`src/pabm_map.vh`:
```
// Purpose: Register map and field constants for the port A/B pin function mux
// Assumes: AXI4-Lite byte addressing, one aligned 32-bit word per register
// Notes: Behaviour
`ifndef PABM_MAP_VH
`define PABM_MAP_VH
`define PABM_ADDR_W 20
`define PABM_OFS_PB_DIR 20'hee00a
`define PABM_OFS_PB_LATCH 20'hfffda
`define PABM_WORD_MASK 20'hffffc
`define PABM_PB_RESET 8'h00
`define PABM_DIR_READ 8'hff
`define PABM_IO_TOP 2
`define PABM_PSC_D 3'h7
`define PABM_PSC_C 3'h6
`define PABM_PSC_B 3'h5
`define PABM_PSC_A 3'h4
`define PABM_CKS_EXT_MIN 3'h5
`define PABM_RESP_OKAY 2'h0
`define PABM_RESP_SLVERR 2'h2
`endif

```
`src/pabm_pin_mux.v`:
```
// Purpose: Pin function selection for port A and port B, port B registers
// Assumes: Timer and pattern control bits arrive from on-chip logic on clk
// Notes: Pin input levels are synchronised before any use
`timescale 1ns/10ps
`include "pabm_map.vh"
module pabm_pin_mux #(
    parameter W = 8
) (
    input wire clk,
    input wire rst,
    input wire hw_standby,
    input wire expanded_mode,
    input wire [2:0] pulse_width_mode,
    input wire phase_count_flag,
    input wire [8:0] a_pin_io_select,
    input wire [8:0] b_pin_io_select,
    input wire [8:0] prescaler_select,
    input wire [11:0] byte_timer_clock_select,
    input wire [3:0] byte_timer_out_active,
    input wire [3:0] byte_timer_out_val,
    input wire [1:0] capture_input_enable,
    input wire [3:0] chip_sel_enable,
    input wire [3:0] chip_sel_n,
    input wire [2:0] ch_a_out,
    input wire [2:0] ch_b_out,
    input wire [15:0] pattern_enable,
    input wire [15:0] pattern_out_bit,
    input wire [7:0] port_a_direction,
    input wire [7:0] port_a_latch,
    input wire [3:0] addr_hi,
    input wire [2:0] addr_enable_n,
    input wire [W-1:0] pa_in,
    output reg [W-1:0] pa_out,
    output reg [W-1:0] pa_oe,
    input wire [W-1:0] pb_in,
    output reg [W-1:0] pb_out,
    output reg [W-1:0] pb_oe,
    output wire [2:0] ch_a_capture,
    output wire [2:0] ch_b_capture,
    output wire [3:0] ext_clock_in,
    output wire [1:0] byte_timer_capture,
    input wire [`PABM_ADDR_W-1:0] s_axi_awaddr,
    input wire s_axi_awvalid,
    output wire s_axi_awready,
    input wire [31:0] s_axi_wdata,
    input wire [3:0] s_axi_wstrb,
    input wire s_axi_wvalid,
    output wire s_axi_wready,
    output reg [1:0] s_axi_bresp,
    output reg s_axi_bvalid,
    input wire s_axi_bready,
    input wire [`PABM_ADDR_W-1:0] s_axi_araddr,
    input wire s_axi_arvalid,
    output wire s_axi_arready,
    output reg [31:0] s_axi_rdata,
    output reg [1:0] s_axi_rresp,
    output reg s_axi_rvalid,
    input wire s_axi_rready
);
    reg [W-1:0] pa_s1_r, pa_s2_r, pb_s1_r, pb_s2_r;
    reg [W-1:0] pb_dir_r, pb_latch_r;
    reg [`PABM_ADDR_W-1:0] awaddr_r;
    reg [31:0] wdata_r;
    reg [3:0] wstrb_r;
    reg aw_full_r, w_full_r;
    integer i;
    integer j;

    always @(posedge clk) begin
        pa_s1_r <= pa_in;
        pa_s2_r <= pa_s1_r;
        pb_s1_r <= pb_in;
        pb_s2_r <= pb_s1_r;
    end

    // AXI write: address and data latched independently, then one response
    assign s_axi_awready = !aw_full_r && !s_axi_bvalid;
    assign s_axi_wready = !w_full_r && !s_axi_bvalid;
    wire do_write = aw_full_r && w_full_r && !s_axi_bvalid;
    wire [`PABM_ADDR_W-1:0] wword = awaddr_r & `PABM_WORD_MASK;
    wire hit_dir_w = (wword == (`PABM_OFS_PB_DIR & `PABM_WORD_MASK));
    wire hit_lat_w = (wword == (`PABM_OFS_PB_LATCH & `PABM_WORD_MASK));
    // Byte lane holding the register's low 8 bits
    wire [`PABM_ADDR_W-1:0] dir_ofs = `PABM_OFS_PB_DIR;
    wire [`PABM_ADDR_W-1:0] lat_ofs = `PABM_OFS_PB_LATCH;
    wire [1:0] dir_lane = dir_ofs[1:0];
    wire [1:0] lat_lane = lat_ofs[1:0];
    wire [7:0] dir_wbyte = wdata_r[{dir_lane, 3'b000} +: 8];
    wire [7:0] lat_wbyte = wdata_r[{lat_lane, 3'b000} +: 8];

    always @(posedge clk) begin
        if (rst) begin
            aw_full_r <= 1'b0;
            w_full_r <= 1'b0;
            awaddr_r <= {`PABM_ADDR_W{1'b0}};
            wdata_r <= 32'h00000000;
            wstrb_r <= 4'h0;
            s_axi_bvalid <= 1'b0;
            s_axi_bresp <= `PABM_RESP_OKAY;
        end else begin
            if (s_axi_awvalid && s_axi_awready) begin
                aw_full_r <= 1'b1;
                awaddr_r <= s_axi_awaddr;
            end
            if (s_axi_wvalid && s_axi_wready) begin
                w_full_r <= 1'b1;
                wdata_r <= s_axi_wdata;
                wstrb_r <= s_axi_wstrb;
            end
            if (do_write) begin
                aw_full_r <= 1'b0;
                w_full_r <= 1'b0;
                s_axi_bvalid <= 1'b1;
                s_axi_bresp <= (hit_dir_w || hit_lat_w) ? `PABM_RESP_OKAY : `PABM_RESP_SLVERR;
            end else if (s_axi_bvalid && s_axi_bready) begin
                s_axi_bvalid <= 1'b0;
            end
        end
    end

    // Registers hold through software standby; only reset or hard standby clear them
    always @(posedge clk) begin
        if (rst) begin
            pb_dir_r <= `PABM_PB_RESET;
            pb_latch_r <= `PABM_PB_RESET;
        end else if (hw_standby) begin
            pb_dir_r <= `PABM_PB_RESET;
            pb_latch_r <= `PABM_PB_RESET;
        end else if (do_write) begin
            if (hit_dir_w && wstrb_r[dir_lane])
                pb_dir_r <= dir_wbyte;
            if (hit_lat_w && wstrb_r[lat_lane])
                pb_latch_r <= lat_wbyte;
        end
    end

    // AXI read
    assign s_axi_arready = !s_axi_rvalid;
    wire [`PABM_ADDR_W-1:0] rword = s_axi_araddr & `PABM_WORD_MASK;
    wire hit_dir_r = (rword == (`PABM_OFS_PB_DIR & `PABM_WORD_MASK));
    wire hit_lat_r = (rword == (`PABM_OFS_PB_LATCH & `PABM_WORD_MASK));
    wire [7:0] lat_read = (pb_dir_r & pb_latch_r) | (~pb_dir_r & pb_s2_r);

    always @(posedge clk) begin
        if (rst) begin
            s_axi_rvalid <= 1'b0;
            s_axi_rdata <= 32'h00000000;
            s_axi_rresp <= `PABM_RESP_OKAY;
        end else if (s_axi_arvalid && s_axi_arready) begin
            s_axi_rvalid <= 1'b1;
            s_axi_rresp <= `PABM_RESP_OKAY;
            s_axi_rdata <= 32'h00000000;
            if (hit_dir_r)
                s_axi_rdata <= {24'h000000, `PABM_DIR_READ} << {dir_lane, 3'b000};
            else if (hit_lat_r)
                s_axi_rdata <= {24'h000000, lat_read} << {lat_lane, 3'b000};
            else
                s_axi_rresp <= `PABM_RESP_SLVERR;
        end else if (s_axi_rvalid && s_axi_rready) begin
            s_axi_rvalid <= 1'b0;
        end
    end

    // Timer claim decode per 16-bit channel
    wire [2:0] a_claim, b_claim;
    genvar c;
    generate
        for (c = 0; c < 3; c = c + 1) begin : g_ch
            wire [2:0] fa = a_pin_io_select[3*c +: 3];
            wire [2:0] fb = b_pin_io_select[3*c +: 3];
            assign a_claim[c] = pulse_width_mode[c] ||
                (!fa[`PABM_IO_TOP] && (fa != 3'h0));
            assign b_claim[c] = !fb[`PABM_IO_TOP] && (fb != 3'h0);
        end
    endgenerate

    // Channel c pins: A on PA(2c+2)... map: ch0 A=PA2 B=PA3, ch1 A=PA4 B=PA5, ch2 A=PA6 B=PA7
    assign ch_a_capture[0] = a_pin_io_select[2] & pa_s2_r[2];
    assign ch_a_capture[1] = a_pin_io_select[5] & pa_s2_r[4];
    assign ch_a_capture[2] = a_pin_io_select[8] & pa_s2_r[6];
    assign ch_b_capture[0] = b_pin_io_select[2] & !pulse_width_mode[0] & pa_s2_r[3];
    assign ch_b_capture[1] = b_pin_io_select[5] & !pulse_width_mode[1] & pa_s2_r[5];
    assign ch_b_capture[2] = b_pin_io_select[8] & !pulse_width_mode[2] & pa_s2_r[7];

    // External clock routing
    wire [3:0] psc_hit;
    wire [3:0] cks_hit;
    assign psc_hit[0] = (prescaler_select[2:0] == `PABM_PSC_A) ||
        (prescaler_select[5:3] == `PABM_PSC_A) || (prescaler_select[8:6] == `PABM_PSC_A);
    assign psc_hit[1] = (prescaler_select[2:0] == `PABM_PSC_B) ||
        (prescaler_select[5:3] == `PABM_PSC_B) || (prescaler_select[8:6] == `PABM_PSC_B);
    assign psc_hit[2] = (prescaler_select[2:0] == `PABM_PSC_C) ||
        (prescaler_select[5:3] == `PABM_PSC_C) || (prescaler_select[8:6] == `PABM_PSC_C);
    assign psc_hit[3] = (prescaler_select[2:0] == `PABM_PSC_D) ||
        (prescaler_select[5:3] == `PABM_PSC_D) || (prescaler_select[8:6] == `PABM_PSC_D);
    // Byte timer select slices: [2:0]=ch0 [5:3]=ch1 [8:6]=ch2 [11:9]=ch3
    assign cks_hit[0] = byte_timer_clock_select[5:3] >= `PABM_CKS_EXT_MIN;
    assign cks_hit[1] = byte_timer_clock_select[11:9] >= `PABM_CKS_EXT_MIN;
    assign cks_hit[2] = byte_timer_clock_select[2:0] >= `PABM_CKS_EXT_MIN;
    assign cks_hit[3] = byte_timer_clock_select[8:6] >= `PABM_CKS_EXT_MIN;
    assign ext_clock_in[0] = (phase_count_flag | psc_hit[0] | cks_hit[0]) & pa_s2_r[0];
    assign ext_clock_in[1] = (phase_count_flag | psc_hit[1] | cks_hit[1]) & pa_s2_r[1];
    assign ext_clock_in[2] = (psc_hit[2] | cks_hit[2]) & pa_s2_r[2];
    assign ext_clock_in[3] = (psc_hit[3] | cks_hit[3]) & pa_s2_r[3];

    assign byte_timer_capture[0] = capture_input_enable[0] & pb_s2_r[1];
    assign byte_timer_capture[1] = capture_input_enable[1] & pb_s2_r[3];

    // Port A pin functions, combinational from selection bits
    always @* begin
        for (i = 0; i < 8; i = i + 1) begin
            pa_oe[i] = port_a_direction[i];
            pa_out[i] = pattern_enable[i] ? pattern_out_bit[i] : port_a_latch[i];
        end
        for (i = 0; i < 3; i = i + 1) begin
            if (a_claim[i]) begin
                pa_oe[2*i+2] = 1'b1;
                pa_out[2*i+2] = ch_a_out[i];
            end
            if (b_claim[i]) begin
                pa_oe[2*i+3] = 1'b1;
                pa_out[2*i+3] = ch_b_out[i];
            end
        end
        if (expanded_mode) begin
            pa_oe[7] = 1'b1;
            pa_out[7] = addr_hi[0];
            for (i = 0; i < 3; i = i + 1) begin
                if (!addr_enable_n[i]) begin
                    pa_oe[6-i] = 1'b1;
                    pa_out[6-i] = addr_hi[i+1];
                end
            end
        end
    end

    // Port B pin functions; direction kept through software standby keeps outputs up
    always @* begin
        for (j = 0; j < 8; j = j + 1) begin
            pb_oe[j] = pb_dir_r[j];
            pb_out[j] = pattern_enable[8+j] ? pattern_out_bit[8+j] : pb_latch_r[j];
        end
        for (j = 0; j < 4; j = j + 1) begin
            if (byte_timer_out_active[j]) begin
                pb_oe[j] = 1'b1;
                pb_out[j] = byte_timer_out_val[j];
            end else if (chip_sel_enable[3-j]) begin
                pb_oe[j] = 1'b1;
                pb_out[j] = chip_sel_n[3-j];
            end
        end
    end
endmodule // pabm_pin_mux

```
`config.mk`:
```
export PLATFORM = sky130hd
export DESIGN_NAME = pabm_pin_mux
export DESIGN_NICKNAME = d
export VERILOG_FILES = /design/src/pabm_pin_mux.v
export VERILOG_INCLUDE_DIRS = /design/src
export SDC_FILE = /design/constraint.sdc
export NUM_CORES = 1
export LEC_CHECK = 0
export ABC_CLOCK_PERIOD_IN_PS = 1800
export BUFFER_PORTS_ARGS = -buffer_cell sky130_fd_sc_hd__clkbuf_2
export CELL_PAD_IN_SITES_DETAIL_PLACEMENT = 1
export CELL_PAD_IN_SITES_GLOBAL_PLACEMENT = 1
export CORE_MARGIN = 2
export CORE_UTILIZATION = 27
export CTS_CLUSTER_SIZE = 24
export DETAILED_ROUTE_END_ITERATION = 7
export PLACE_DENSITY_LB_ADDON = 0.1
export SYNTH_ARGS = -nofsm -noshare
export SYNTH_HDL_FRONTEND = slang
export SYNTH_SLANG_ARGS = --single-unit
```
`constraint.sdc`:
```
create_clock -name clk -period 1.8 [get_ports clk]
set_input_delay 0.27 -clock clk [delete_from_list [all_inputs] [get_ports clk]]
set_output_delay 0.27 -clock clk [all_outputs]
set_load 0.01 [all_outputs]
```
==> results.env <==
STATUS='finished, final reports clean'
EDFF_COUNT_SYNTH=0
GRT_START_MAX_NET_PINS=42
HOLD_CLASS='in2reg'
DIE_WIDTH_UM=124.4
WL_UM=13130
GATE_COUNT_AFTER_TECHNOLOGY_MAPPING=445
SYN-MEAN-INSTANCE-AREA_UM2=8.795
POWERDENSITY_nW_PER_UM2=867.4
POST-ROUTE-MIN-PERIOD_NS=1.732
FIN_TNS_SETUP_NS=0
NETLIST.TOP_CELL.BY_AREA='sky130_fd_sc_hd__dfxtp_1'
VDD_DROP_MAX_mV=0.4641
WORST_SETUP_HOLD_PATH_CLK_SLEW_NS=0.06
FINAL_DESIGN_AREA_NO_FILL_UM2=5585
FINAL_NET_COUNT=913
WORSTSETUPSTARTPOINTTYPE='register'
TIMING.CRITICAL_PATH.BUF_INV=1
WORSTPATHMAXFANOUT=8
FINALSETUPVIOLCOUNT=0
DP.FINAL_HPWL_UM=11060
GRT-OVFL-TOTAL=0
BUFFERS_FROM_CLOCK_ROOT_TO_SINK_AT_MOST=2
H-TREE-DEPTH=3
TRITONCTS_NUM_SINKS=89
LAYOUT.AREA.SEQ_UM2=1782
DRV_SLEW=0
ROWS=43
MAXCAPVIOLCOUNT=0
SYNTH.TOP_CELLS.BY_AREA='sky130_fd_sc_hd__dfxtp_1, sky130_fd_sc_hd__nand2_1, sky130_fd_sc_hd__mux2i_1'
P_TOTAL_uW=4845
CORE_UM2=14040
ANTENNA_FOUND_INITIAL=0
TIMING.SLEW.HEADROOM_PCT=60.59
INSTANCES_NO_FILL=875
WORST_SETUP_PATH_END_KIND='register'
GLOBAL_ROUTE_WIRE_LENGTH_BEFORE_REPAIR_UM=21040
CRITICALPATHCATEGORY='reg2reg'
DIE_OUTLINE_AREA_UM2=15470
MAXCLOCKFREQUENCY_MHz=577.4
SYNTH_TOP_AREA_SHARE_PCT=45.52
PLACEMENT.IO_BUFFERS=246
CLK_LATENCY_NS=0.34
CTS_TREE='done'
DETAILED_PLACE.AREA_UM2=5239
TIMING.FINAL.CRIT_SHARE_PCT=96.21
IOS=308
VIASPERCELL=4.478
DIEHEIGHT_UM=124.4
YOSYS_WARNINGS=0
INITIAL_STANDARD_CELL_UTILIZATION_OF_THE_CORE_PCT=27.87
CTS_HOLD_REPAIR.BUFFERS=0
SYNTHARSTFLOPSHARE_PCT=0
SYNTHESIS.AREA_UM2=3914
CTS_BUFFERS=9
SYNTH-SEQ-CELLS=89
AREA_GROWTH_SYN_TO_LAYOUT_PCT=42.71
FIRSTDRTPASSITERS=4
REQUIRED_NS=2.02
P_LEAK_uW=0.002773
HOLD_VIOL=0
RSZ0062_AT_GRT='false'
REMAINING_DRC_ERRORS=0
MULTIINPUTGATEAREA_UM2=1928
BUFFER_CELL_DRIVING_THE_CLOCK_TREE_ROOT='sky130_fd_sc_hd__clkbuf_16'
SYNTH_SEQ_AREA_SHARE_PCT=45.52
DELAY_HEAVIEST_FAMILY_CP='simple AND/OR/NAND/NOR gates'
POST_ROUTE_CELLS_DRIVE_ABOVE_1_SHARE_PCT=42.59
WORSTPATHARRIVAL_NS=1.95
GLOBALROUTETOTALUTIL_PCT=16.96
VIAS=3918
CRIT_PATH_CELL_TRACE='or4_4 > nor4_4 > nand4_4 > buf_12 > mux2i_1'
CRIT_PATH_MAX_INCR_DELAY_NS=0.54
WORST-SLEW-PIN-TRANSITION_NS=0.5898
FILLERS=1796
ROUTABILITYCONGESTION=0.8508
DR.FIRST_ITER.DRC_COUNT=99
PLACED_CELLS=858
SYNTH_TOP_FLOP_CELL='sky130_fd_sc_hd__dfxtp_1'
FIN_SKEW_NS=0.008297
YOSYSUNIQUECELLTYPES=41
ROUTEDWLPERCELL_UM=15.00
TIMING.CRITICAL_PATH.SLOWEST_STAGE_CELL='sky130_fd_sc_hd__or4_4'
VIAS_IN_THE_FIRST_GLOBAL_ROUTE=4074
ANTENNA_CELLS=0
HOLDWS_NS=0.03097
ANTENNA_LEFT=0
logic make-up after synthesis:
logic type | share of synthesized area [%]
AND/OR/NAND/NOR | 23.78
flip-flops | 45.52
AO/OA/AOI/OAI | 11.09
buffers and inverters | 7.673
multiplexers | 11.83
other | 0.09582
cell usage in the layout, fill, tap and decap left out, types with 2 or more instances in the layout:
| master | synthesis | layout |
|---|---|---|
| sky130_fd_sc_hd__nor2_1 | 31 | 30 |
| sky130_fd_sc_hd__nor4_4 | 3 | 3 |
| sky130_fd_sc_hd__nor3b_1 | 3 | 3 |
| sky130_fd_sc_hd__clkbuf_16 | 0 | 9 |
| sky130_fd_sc_hd__nor2b_1 | 4 | 4 |
| sky130_fd_sc_hd__nand2b_1 | 3 | 3 |
| sky130_fd_sc_hd__a211oi_1 | 9 | 9 |
| sky130_fd_sc_hd__nor3_1 | 5 | 5 |
| sky130_fd_sc_hd__dfxtp_1 | 89 | 89 |
| sky130_fd_sc_hd__buf_12 | 0 | 2 |
| sky130_fd_sc_hd__nor2_2 | 1 | 2 |
| sky130_fd_sc_hd__o21bai_1 | 3 | 3 |
| sky130_fd_sc_hd__mux2i_1 | 26 | 26 |
| sky130_fd_sc_hd__nand3b_1 | 2 | 2 |
| sky130_fd_sc_hd__inv_1 | 4 | 4 |
| sky130_fd_sc_hd__o21ai_0 | 13 | 13 |
| sky130_fd_sc_hd__nand3_1 | 13 | 13 |
| sky130_fd_sc_hd__nand4_1 | 3 | 3 |
| sky130_fd_sc_hd__conb_1 | 1 | 26 |
| sky130_fd_sc_hd__and2_1 | 7 | 7 |
| sky130_fd_sc_hd__buf_4 | 32 | 5 |
| sky130_fd_sc_hd__nand2_1 | 101 | 101 |
| sky130_fd_sc_hd__clkbuf_8 | 0 | 4 |
| sky130_fd_sc_hd__o211ai_1 | 2 | 2 |
| sky130_fd_sc_hd__clkbuf_2 | 0 | 246 |
| sky130_fd_sc_hd__or3_1 | 10 | 10 |
| sky130_fd_sc_hd__a21oi_1 | 34 | 34 |
| sky130_fd_sc_hd__o21a_1 | 2 | 2 |
| sky130_fd_sc_hd__mux2_2 | 18 | 18 |
final timing paths:
| path | from | end | slack [ns] | cells after the start |
|---|---|---|---|---|
| max | awaddr_r[8] | pb_dir_r[6] | 0.07 | 5 |
| min | pb_in[0] | pb_s1_r[0] | 0.03 | 1 |
| max reg2reg | awaddr_r[8] | pb_dir_r[6] | 0.07 | 5 |
| min reg2reg | pa_s1_r[1] | pa_s2_r[1] | 0.33 | 0 |
metal layers:
layer	vias to the layer above	share of wire (%)	GRT usage (%)
met5	-	0	0
met4	0	3.0	7.072
met3	22	6.1	4.167
met2	146	53	32.05
met1	1786	38	17.76
li1	1964	-	-
cells in the mapped netlist (all sizes together) (2+ instances only):
library cell  instances
a211oi                9
nor3                  5
dfxtp                89
nand3                13
o211ai                2
a41oi                 2
nor2b                 4
buf                  34
a21oi                34
clkbuf               10
nor3b                 3
o21ai                13
or3                  10
o21bai                3
nand2b                3
and2                  7
nor4                  4
mux2i                26
o21a                  2
nand2               101
inv                   4
mux2                 18
nand3b                2
nor2                 32
nand4                 5
metrics by stage:
stage	setup WS, ns	utilization [%]
6_report	0.06816	39.78
5_1_grt	0.03611	39.78
4_1_cts	0.04641	39.78
3_5_place_dp	0.005216	37.31
3_3_place_gp	0.04652	37.31
2_1_floorplan	0.1830	-
power breakdown:
group	switching [µW]	total, µW	internal (µW)
sequential	52.1	2130	2070
clock	763	1990	1230
combinational	379	725	347
timing repair:
item	CTS	global route
buffers inserted	1	0
endpoints found under the setup margin	1	0
resized for setup	0	0
hold endpoints to repair	0	0
cell type report:
class | count | share of cell area, %
Multi-Input combinational cell | 333 | 34.52
Sequential cell | 89 | 31.90
Timing Repair Buffer | 253 | 23.43
Clock buffer | 13 | 5.018
Tap cell | 180 | 4.032
Clock inverter | 3 | 0.8289
Inverter | 4 | 0.2688
state kept, by name (all words and copies together), names as in the netlist, 8 cells and up:
signal	count
pb_s2_r	8
pa_s1_r	8
s_axi_rdata	8
pa_s2_r	8
pb_dir_r	8
pb_latch_r	8
awaddr_r	18
pb_s1_r	8
wdata_r	8
Power figures use the tool's default switching activity.
